$ cat src/logic/adc_seq_consts.vh
// Register map, field positions, reset values and timing counts of the sequencer
`ifndef ADC_SEQ_CONSTS_VH
`define ADC_SEQ_CONSTS_VH

// Register addresses
`define RA_RES_HIGH    4'h0
`define RA_RES_LOW     4'h1
`define RA_CTRL_CHAN   4'h2
`define RA_CTRL_PORTS  4'h3
`define RA_CTRL_TIMING 4'h4
`define RA_FLAGS       4'h5
`define RA_ENABLES     4'h6
`define RA_PRIORITY    4'h7
`define RA_PIN_LOW     4'h8
`define RA_PIN_HIGH    4'h9

// Field positions
`define F_ON       0
`define F_GO       1
`define F_CHAN_LO  2
`define F_CHAN_HI  5
`define F_PCFG_LO  0
`define F_PCFG_HI  3
`define F_REF_LO   4
`define F_REF_HI   5
`define F_CLK_LO   0
`define F_CLK_HI   2
`define F_ACQ_LO   3
`define F_ACQ_HI   5
`define F_FMT      7
`define F_DONE     6

// Reset values of the port configuration field
`define PCFG_ALL_ANALOG  4'h0
`define PCFG_B_DIGITAL   4'h7

// Compare unit mode that fires the special event trigger
`define CMP_TRIG_MODE 4'hB

// Sequencer timing in conversion bit periods and clocks
`define CONV_TADS    5'd11
`define WAIT_TADS    5'd2
`define INSTR_CLKS   2'd3
`define ACQ_T0 5'd0
`define ACQ_T1 5'd2
`define ACQ_T2 5'd4
`define ACQ_T3 5'd6
`define ACQ_T4 5'd8
`define ACQ_T5 5'd12
`define ACQ_T6 5'd16
`define ACQ_T7 5'd20

// Bit period dividers in system clocks
`define DIV_2  7'd2
`define DIV_4  7'd4
`define DIV_8  7'd8
`define DIV_16 7'd16
`define DIV_32 7'd32
`define DIV_64 7'd64

`endif

$ cat src/logic/adc_conversion_sequencer.v
// Successive-approximation converter control sequencer with its register file
`timescale 1ns/1ps
`include "adc_seq_consts.vh"

module adc_conversion_sequencer (
    input  wire        clk,              // System clock, 200 MHz
    input  wire        reset,            // Asynchronous reset, active high
    input  wire [3:0]  regAddr,          // Register address
    input  wire [7:0]  regWdata,         // Register write data
    input  wire        regWr,            // Write strobe
    input  wire        regRd,            // Read strobe
    output reg  [7:0]  regRdata,         // Read data, cycle after strobe
    input  wire        portbAnalogReset, // Nonvolatile port B analog select
    input  wire [12:0] pinLevel,         // Digital levels of channel pins
    input  wire        compHighIn,       // Comparator: input above DAC code
    input  wire        rcClkIn,          // Internal RC oscillator
    input  wire        specialTrigger,   // Compare unit two event pulse
    input  wire [3:0]  compareTwoMode,   // Compare unit two mode field
    output wire        timerReset,       // Clears timer one or three
    output wire        sampleEnable,     // Sampling switch closed
    output wire        dischargeEnable,  // Capacitor array discharge
    output wire        convertActive,    // Conversion in progress
    output wire [9:0]  dacCode,          // Trial code for the comparator
    output wire [3:0]  channelSelect,    // Selected analog channel
    output wire [1:0]  referenceConfig,  // Reference selection
    output wire [12:0] analogPinMask     // High where pin is analog
);

    // One-hot sequencer states
    localparam [5:0] S_OFF    = 6'h01;
    localparam [5:0] S_WAIT   = 6'h02;
    localparam [5:0] S_SAMPLE = 6'h04;
    localparam [5:0] S_ACQ    = 6'h08;
    localparam [5:0] S_DELAY  = 6'h10;
    localparam [5:0] S_CONV   = 6'h20;

    reg  [5:0]  state_r;         // Current state
    reg  [5:0]  state_nxt;       // Next state
    reg         on_r;            // Converter on
    reg         go_r;            // Conversion go flag
    reg  [3:0]  chan_r;          // Channel select
    reg  [3:0]  pcfg_r;          // Port configuration field
    reg  [1:0]  ref_r;           // Reference configuration
    reg         fmt_r;           // Result format, 1 = right justified
    reg  [2:0]  acqt_r;          // Acquisition time select
    reg  [2:0]  adcs_r;          // Conversion clock select
    reg         done_r;          // Conversion done flag
    reg         doneEn_r;        // Done interrupt enable bit
    reg         donePri_r;       // Done interrupt priority bit
    reg  [7:0]  resHigh_r;       // Result high byte
    reg  [7:0]  resLow_r;        // Result low byte
    reg         strapDone_r;     // Strap has been taken
    reg  [9:0]  sar_r;           // Approximation register
    reg  [6:0]  divCnt_r;        // Clock divider count
    reg  [4:0]  tadCnt_r;        // Bit periods spent in this state
    reg  [1:0]  delayCnt_r;      // Instruction delay count
    reg         timerReset_r;    // Registered timer clear
    reg  [12:0] pinSync1_r;      // Pin synchroniser first stage
    reg  [12:0] pinSync2_r;      // Pin synchroniser second stage
    reg         compSync1_r;     // Comparator synchroniser first stage
    reg         compSync2_r;     // Comparator synchroniser second stage
    reg         rcSync1_r;       // RC clock synchroniser first stage
    reg         rcSync2_r;       // RC clock synchroniser second stage
    reg         rcPrev_r;        // RC level for edge detection
    reg  [4:0]  acqTads;         // Decoded acquisition length
    reg  [6:0]  divSel;          // Decoded clock divider
    wire [9:0]  sarNext;         // Approximation after this bit period
    wire [12:0] pinRead;         // Pin levels as software sees them
    wire [4:0]  analogCnt;       // Number of analog channels
    wire        rcMode;          // Bit period from the RC oscillator
    wire        tadTick;         // End of a bit period
    wire        phaseChange;     // State changes this cycle
    wire        wrChan;          // Write to channel control
    wire        trigFire;        // Trigger with matching mode
    wire        trigAccept;      // Trigger that sets go
    wire        goSet;           // Go flag set request
    wire        goClr;           // Go flag clear request
    wire        convDone;        // Last bit period of a conversion

    // Output decode straight from flip-flops
    assign sampleEnable    = state_r[2] | state_r[3];
    assign dischargeEnable = state_r[1];
    assign convertActive   = state_r[5];
    assign dacCode         = sar_r;
    assign channelSelect   = chan_r;
    assign referenceConfig = ref_r;
    assign timerReset      = timerReset_r;

    // Trigger qualification
    assign trigFire   = specialTrigger && (compareTwoMode == `CMP_TRIG_MODE);
    assign trigAccept = trigFire && on_r;
    assign wrChan     = regWr && (regAddr == `RA_CTRL_CHAN);

    // Go flag requests; a set in the same cycle as a clear wins
    assign goSet = (wrChan && regWdata[`F_GO] && regWdata[`F_ON]) || trigAccept;
    assign goClr = (wrChan && !regWdata[`F_GO]) || convDone || !on_r;

    // Acquisition length decode
    always @* begin
        case (acqt_r)
            3'd0:    acqTads = `ACQ_T0;
            3'd1:    acqTads = `ACQ_T1;
            3'd2:    acqTads = `ACQ_T2;
            3'd3:    acqTads = `ACQ_T3;
            3'd4:    acqTads = `ACQ_T4;
            3'd5:    acqTads = `ACQ_T5;
            3'd6:    acqTads = `ACQ_T6;
            default: acqTads = `ACQ_T7;
        endcase
    end

    // Divider decode; the two-clock period outruns the comparator synchroniser
    always @* begin
        case (adcs_r)
            3'd0:    divSel = `DIV_2;
            3'd4:    divSel = `DIV_4;
            3'd1:    divSel = `DIV_8;
            3'd5:    divSel = `DIV_16;
            3'd2:    divSel = `DIV_32;
            3'd6:    divSel = `DIV_64;
            default: divSel = `DIV_2;
        endcase
    end

    assign rcMode  = (adcs_r[1:0] == 2'b11);
    assign tadTick = rcMode ? (rcSync2_r & ~rcPrev_r)
                            : (divCnt_r == (divSel - 7'd1));
    assign phaseChange = (state_nxt != state_r);
    assign convDone = state_r[5] && on_r && go_r && tadTick
                      && (tadCnt_r == `CONV_TADS - 5'd1);

    // Next state; channel and direction bits never enter here
    always @* begin
        state_nxt = state_r;
        if (!on_r) begin
            state_nxt = S_OFF;
        end else begin
            case (state_r)
                S_OFF: begin
                    state_nxt = S_WAIT;
                end
                S_WAIT: begin
                    if (tadTick && (tadCnt_r == `WAIT_TADS - 5'd1)) begin
                        state_nxt = S_SAMPLE;
                    end
                end
                S_SAMPLE: begin
                    if (go_r) begin
                        if (acqTads == 5'd0) begin
                            state_nxt = S_DELAY;
                        end else begin
                            state_nxt = S_ACQ;
                        end
                    end
                end
                S_ACQ: begin
                    if (!go_r) begin
                        state_nxt = S_WAIT;
                    end else if (tadTick && (tadCnt_r == acqTads - 5'd1)) begin
                        state_nxt = S_CONV;
                    end
                end
                S_DELAY: begin
                    if (!go_r) begin
                        state_nxt = S_WAIT;
                    end else if (delayCnt_r == `INSTR_CLKS) begin
                        state_nxt = S_CONV;
                    end
                end
                S_CONV: begin
                    if (!go_r) begin
                        state_nxt = S_WAIT;
                    end else if (convDone) begin
                        state_nxt = S_WAIT;
                    end
                end
                default: begin
                    state_nxt = S_OFF;
                end
            endcase
        end
    end

    // State, divider and bit period counters
    always @(posedge clk or posedge reset) begin
        if (reset) begin
            state_r    <= S_OFF;
            divCnt_r   <= 7'h00;
            tadCnt_r   <= 5'h00;
            delayCnt_r <= 2'h0;
        end else begin
            state_r <= state_nxt;
            // Divider restarts with each state so periods start aligned
            if (phaseChange || tadTick) begin
                divCnt_r <= 7'h00;
            end else begin
                divCnt_r <= divCnt_r + 7'd1;
            end
            // Bit periods within the current state
            if (phaseChange) begin
                tadCnt_r <= 5'h00;
            end else if (tadTick) begin
                tadCnt_r <= tadCnt_r + 5'd1;
            end
            // One instruction (four clocks) before a manual start
            if (phaseChange) begin
                delayCnt_r <= 2'h0;
            end else if (state_r[4]) begin
                delayCnt_r <= delayCnt_r + 2'd1;
            end
        end
    end

    // Per-bit trial: decide this bit, arm the next lower one
    genvar i;
    generate
        for (i = 0; i < 10; i = i + 1) begin : g_sar
            localparam [4:0] DEC = 10 - i;
            localparam [4:0] ARM = 9 - i;
            assign sarNext[i] = (tadCnt_r == DEC) ? compSync2_r :
                                (tadCnt_r == ARM) ? 1'b1 : sar_r[i];
        end
    endgenerate

    // Approximation register, cleared at each conversion start
    always @(posedge clk or posedge reset) begin
        if (reset) begin
            sar_r <= 10'h000;
        end else if (!state_r[5]) begin
            sar_r <= 10'h000;
        end else if (tadTick) begin
            sar_r <= sarNext;
        end
    end

    // Synchronisers for pins, comparator and RC oscillator
    always @(posedge clk or posedge reset) begin
        if (reset) begin
            pinSync1_r  <= 13'h0000;
            pinSync2_r  <= 13'h0000;
            compSync1_r <= 1'b0;
            compSync2_r <= 1'b0;
            rcSync1_r   <= 1'b0;
            rcSync2_r   <= 1'b0;
            rcPrev_r    <= 1'b0;
        end else begin
            pinSync1_r  <= pinLevel;
            pinSync2_r  <= pinSync1_r;
            compSync1_r <= compHighIn;
            compSync2_r <= compSync1_r;
            rcSync1_r   <= rcClkIn;
            rcSync2_r   <= rcSync1_r;
            rcPrev_r    <= rcSync2_r;
        end
    end

    // Analog channel count from the port configuration field
    assign analogCnt = (pcfg_r <= 4'h2) ? 5'd13 : (5'd15 - {1'b0, pcfg_r});

    // Per-pin analog mask and read-back masking
    generate
        for (i = 0; i < 13; i = i + 1) begin : g_pin
            localparam [4:0] IDX = i;
            assign analogPinMask[i] = (IDX < analogCnt);
            assign pinRead[i] = pinSync2_r[i] & ~analogPinMask[i];
        end
    endgenerate

    // Control registers, go flag and strap capture
    always @(posedge clk or posedge reset) begin
        if (reset) begin
            on_r        <= 1'b0;
            go_r        <= 1'b0;
            chan_r      <= 4'h0;
            pcfg_r      <= `PCFG_ALL_ANALOG;
            ref_r       <= 2'h0;
            fmt_r       <= 1'b0;
            acqt_r      <= 3'h0;
            adcs_r      <= 3'h0;
            doneEn_r    <= 1'b0;
            donePri_r   <= 1'b0;
            strapDone_r <= 1'b0;
        end else begin
            // Go: set wins over clear
            go_r <= goSet | (go_r & ~goClr);
            if (wrChan) begin
                on_r   <= regWdata[`F_ON];
                chan_r <= regWdata[`F_CHAN_HI:`F_CHAN_LO];
            end
            // Strap taken on the first edge after reset release
            if (!strapDone_r) begin
                strapDone_r <= 1'b1;
                pcfg_r <= portbAnalogReset ? `PCFG_ALL_ANALOG
                                           : `PCFG_B_DIGITAL;
            end else if (regWr && (regAddr == `RA_CTRL_PORTS)) begin
                pcfg_r <= regWdata[`F_PCFG_HI:`F_PCFG_LO];
                ref_r  <= regWdata[`F_REF_HI:`F_REF_LO];
            end
            if (regWr && (regAddr == `RA_CTRL_TIMING)) begin
                fmt_r  <= regWdata[`F_FMT];
                acqt_r <= regWdata[`F_ACQ_HI:`F_ACQ_LO];
                adcs_r <= regWdata[`F_CLK_HI:`F_CLK_LO];
            end
            if (regWr && (regAddr == `RA_ENABLES)) begin
                doneEn_r <= regWdata[`F_DONE];
            end
            if (regWr && (regAddr == `RA_PRIORITY)) begin
                donePri_r <= regWdata[`F_DONE];
            end
        end
    end

    // Result pair and done flag; hardware completion wins over writes
    always @(posedge clk or posedge reset) begin
        if (reset) begin
            resHigh_r    <= 8'h00;
            resLow_r     <= 8'h00;
            done_r       <= 1'b0;
            timerReset_r <= 1'b0;
        end else begin
            timerReset_r <= trigFire;
            if (convDone) begin
                done_r <= 1'b1;
            end else if (regWr && (regAddr == `RA_FLAGS)) begin
                done_r <= regWdata[`F_DONE];
            end
            // Only a completed conversion or a software write loads the pair
            if (convDone) begin
                if (fmt_r) begin
                    resHigh_r <= {6'h00, sarNext[9:8]};
                    resLow_r  <= sarNext[7:0];
                end else begin
                    resHigh_r <= sarNext[9:2];
                    resLow_r  <= {sarNext[1:0], 6'h00};
                end
            end else begin
                // Aborts fall here and leave the pair alone
                if (regWr && (regAddr == `RA_RES_HIGH)) begin
                    resHigh_r <= regWdata;
                end
                if (regWr && (regAddr == `RA_RES_LOW)) begin
                    resLow_r <= regWdata;
                end
            end
        end
    end

    // Read port: data valid only in the cycle after the strobe
    always @(posedge clk or posedge reset) begin
        if (reset) begin
            regRdata <= 8'h00;
        end else if (!regRd) begin
            regRdata <= 8'h00;
        end else if (regAddr == `RA_RES_HIGH) begin
            regRdata <= resHigh_r;
        end else if (regAddr == `RA_RES_LOW) begin
            regRdata <= resLow_r;
        end else if (regAddr == `RA_CTRL_CHAN) begin
            regRdata <= {2'b00, chan_r, go_r, on_r};
        end else if (regAddr == `RA_CTRL_PORTS) begin
            regRdata <= {2'b00, ref_r, pcfg_r};
        end else if (regAddr == `RA_CTRL_TIMING) begin
            regRdata <= {fmt_r, 1'b0, acqt_r, adcs_r};
        end else if (regAddr == `RA_FLAGS) begin
            regRdata <= {1'b0, done_r, 6'h00};
        end else if (regAddr == `RA_ENABLES) begin
            regRdata <= {1'b0, doneEn_r, 6'h00};
        end else if (regAddr == `RA_PRIORITY) begin
            regRdata <= {1'b0, donePri_r, 6'h00};
        end else if (regAddr == `RA_PIN_LOW) begin
            regRdata <= pinRead[7:0];
        end else if (regAddr == `RA_PIN_HIGH) begin
            regRdata <= {3'b000, pinRead[12:8]};
        end else begin
            regRdata <= 8'h00;
        end
    end

endmodule // adc_conversion_sequencer

$ cat config.mk
export PLATFORM = sky130hd
export DESIGN_NAME = adc_conversion_sequencer
export DESIGN_NICKNAME = d
export VERILOG_FILES = /design/src/logic/adc_conversion_sequencer.v
export VERILOG_INCLUDE_DIRS = /design/src /design/src/logic
export SDC_FILE = /design/constraint.sdc
export NUM_CORES = 1
export LEC_CHECK = 0
export BUFFER_PORTS_ARGS = -buffer_cell sky130_fd_sc_hd__buf_2
export CELL_PAD_IN_SITES_DETAIL_PLACEMENT = 0
export CELL_PAD_IN_SITES_GLOBAL_PLACEMENT = 1
export CORE_ASPECT_RATIO = 1.5
export CORE_MARGIN = 4
export CORE_UTILIZATION = 49
export DETAILED_ROUTE_END_ITERATION = 8
export HOLD_SLACK_MARGIN = 0.12
export PLACE_DENSITY_LB_ADDON = 0.1
export SLEW_MARGIN = 20
export SYNTH_ARGS = -nofsm -noshare
export SYNTH_HDL_FRONTEND = slang
export SYNTH_SLANG_ARGS = --single-unit
$ cat constraint.sdc
create_clock -name clk -period 5.8 [get_ports clk]
set_input_delay 0.58 -clock clk [delete_from_list [all_inputs] [get_ports clk]]
set_output_delay 0.58 -clock clk [all_outputs]
set_load 0.02 [all_outputs]
==> qor.txt <==
CTS Buf Count: 9
synthesized cell area: 0.00587 mm²
Setup CP Type: register to register
number of hold buffers added after cts: 0
TritonCTS clock tree: done
Clock H-tree levels: 3
highest fanout seen on the critical path: 13
IO buf count: 77
post-synthesis cell count: 594
horizontal die dimension: 97.3 µm
RD Place Congestion: 0.857
data arrival time of the critical path: 3.30 ns
portion of the post-synthesis area used by sequential elements: 46.5%
number of DRC markers in iteration 0: 228
multi-input combinational cell area: 0.00289 mm²
area fraction of the dominant cell type after synthesis: 46.1%
via count of the first global-routing pass: 4809
Starting Density: 50.6%
Routed wire per std cell: 19.0 µm
Initial DRT Pass Iterations: 5
setup repair after global routing missed its margin: no
worst hold-check path type: primary input to async pin
IO Pins: 78
antenna violations before repair: 0
remaining max-slew budget at the tightest pin: 26.2%
sum of routed wire length over all layers: 15300 µm
dominant register cell in the synthesized netlist: sky130_fd_sc_hd__dfrtp_1
Sinks on Clock Net: 109
fraction of registers with async set or reset after synthesis: 100%
final setup margin: 2.73 ns
final core utilization: 56.9%
final worst clock skew: 0.00995 ns
clock transition time at the flip-flop clock pins of the worst setup and hold paths: 0.08 ns
final net count: 694
row cnt: 48
Hold Slack: 0.262 ns
Post-DP HPWL: 11400 µm
overall die area: 0.0138 mm²
remaining antenna violation count: 0
global route overflow: 0
DP Cell Count: 788
setup slack after placement: 2.47 ns
minimum clock period after layout: 3.07 ns
post-route fraction of the period consumed by the critical path: 53.0%
number of max-cap violations: 0
per-instance average area after synthesis: 9.88 µm²
area delta synth->final: 12.4%
static leakage power: 2.87 nW
leading cell types by total area after synthesis: sky130_fd_sc_hd__dfrtp_1, sky130_fd_sc_hd__mux2_2, sky130_fd_sc_hd__nand2_1, sky130_fd_sc_hd__a21oi_1, sky130_fd_sc_hd__mux2i_1
transition time of the tightest slew-check pin: 1.10 ns
global-route wire length before repair: 24900 µm
final non-filler cell total: 804
vias after detailed routing: 4781
count of pins over their slew limit: 0
post-route standard cell area excluding fillers: 0.00659 mm²
total global routing track utilization: 22.6%
DIE HEIGHT: 142 µm
area used by sequential logic in the layout: 0.00273 mm²
Final Setup Violations: 0
Placement Cell Area: 0.00630 mm²
met3 global-route usage: 3.43%
critical path required time: 6.03 ns
Sum Neg Setup Slack: 0 ns
Critical Path Source Type: register
most congested layer reported by global routing: met2
result of the run: finished clean
Clock Path Buffers: 2
share of cells above drive strength 1: 23.5%
Post-CTS Setup Bufs: 0
number of fillers in the final layout: 1052
sum of internal, switching and leakage power: 2.04 mW
core outline area: 0.0116 mm²
sort of element at the end of the critical path: register
synthesis-stage register bit count: 109
number of resized instances in the post-cts repair step: 0
insertion delay of the later-clocked pin in the worst-skew pair: 0.35 ns
number of different library cells in the post-synthesis netlist: 79
endpoints failing hold: 0
antenna diode instance count: 0
DR vias/cell: 5.95
Post-route DRC: 0
met2 track demand over resource in global routing: 40.3%
global-route met1 utilization: 27.3%
Yosys top cell by area: sky130_fd_sc_hd__dfrtp_1
Root Driver: sky130_fd_sc_hd__clkbuf_16
Cell Pwr Density: 309 mW/mm²
Net Count, Synth: 639
yosys warns: 0
number of enable-type register cells in the synthesized netlist: 0
timing-limited maximum frequency: 0.325 GHz
pin count of the biggest net entering global routing: 69
worst ir drop on vdd: 193 µV
synth_stat cells (all sizes together), types with 5 or more instances:
cell type / count
inv: 24
nor4: 10
xnor2: 10
ha: 8
nor2: 35
o21ai: 23
nand4: 10
a221oi: 5
dfrtp: 108
clkbuf: 20
nand3b: 6
nor2b: 16
mux2i: 16
nand2: 63
or2: 9
a21oi: 42
mux2: 31
nand2b: 10
a31oi: 8
nand3: 17
buf: 15
nor3: 19
critical path, stage by stage, from the launching register on:
cell,delay [ns]
sky130_fd_sc_hd__dfrtp_1,0.47
sky130_fd_sc_hd__nand2b_1,0.20
sky130_fd_sc_hd__or3b_1,0.41
sky130_fd_sc_hd__a32oi_1,0.70
sky130_fd_sc_hd__and2_1,0.60
sky130_fd_sc_hd__a21oi_2,0.24
sky130_fd_sc_hd__mux2_2,0.33
sequential cells by signal, indices dropped and copies added, names as in the netlist, 4 cells and up:
name           flops
pinSync1_r        13
pinSync2_r        13
tadCnt_r           5
regRdata           8
channelSelect      4
state_r            6
divCnt_r           7
dacCode           10
resLow_r           8
pcfg_r             4
resHigh_r          8
power breakdown:
part	switching, mW	internal (mW)
Combinational	0.295	0.193
Clock	0.302	0.303
Sequential	0.104	0.843
Total	0.701	1.34
cell usage in the layout, fill, tap and decap left out, types with 17 or more instances in the layout:
cell	n
sky130_fd_sc_hd__o21ai_0	22
sky130_fd_sc_hd__inv_1	22
sky130_fd_sc_hd__nand2_1	63
sky130_fd_sc_hd__buf_2	77
sky130_fd_sc_hd__nor2_1	35
sky130_fd_sc_hd__nand3_1	17
sky130_fd_sc_hd__dfrtp_1	108
sky130_fd_sc_hd__a21oi_1	41
sky130_fd_sc_hd__mux2_2	28
path summary, 6_finish.rpt:
check	from	end	slack, ns	cells past startpoint
max	divCnt_r[3]$_DFF_PP0_	resLow_r[2]$_DFFE_PP0P_	2.73	6
min	reset	pinSync1_r[9]$_DFF_PP0_	0.26	2
max reg2reg	divCnt_r[3]$_DFF_PP0_	resLow_r[2]$_DFFE_PP0P_	2.73	6
min reg2reg	pinSync1_r[7]$_DFF_PP0_	pinSync2_r[7]$_DFF_PP0_	0.35	0
max in group asynchronous	reset	referenceConfig[0]$_DFFE_PP0P_	4.29	3
min in group clk	pinLevel[6]	pinSync1_r[6]$_DFF_PP0_	0.33	1
layer usage:
| metal | part of all wire (%) | wire length [µm] |
|---|---|---|
| met2 | 53 | 8130 |
| met5 | 0 | 0 |
| met3 | 3.8 | 582 |
| met4 | 3.7 | 559 |
| met1 | 39 | 6010 |
kinds of logic (layout without fill, tap and decap cells):
group	after synthesis	after routing	synth area share (%)
and+or+nand+nor	226	226	21.2
AOI/OAI and AO/OA	128	128	14.7
DFF	109	109	46.5
buffers and inverters	59	119	4.27
muxes	49	49	9.45
xor gates and xnor gates	14	14	2.09
adders and majority gates	8	8	1.71
other	1	1	0.0639
layout make-up:
type / instances / area share, %
Clock buffer: 9 / 3.42
Tap cell: 150 / 2.85
Inverter: 24 / 1.40
Sequential cell: 109 / 41.4
Clock inverter: 7 / 0.987
Timing Repair Buffer: 79 / 6.07
Multi-Input combinational cell: 426 / 43.9
(Power assumes the default switching activity.)
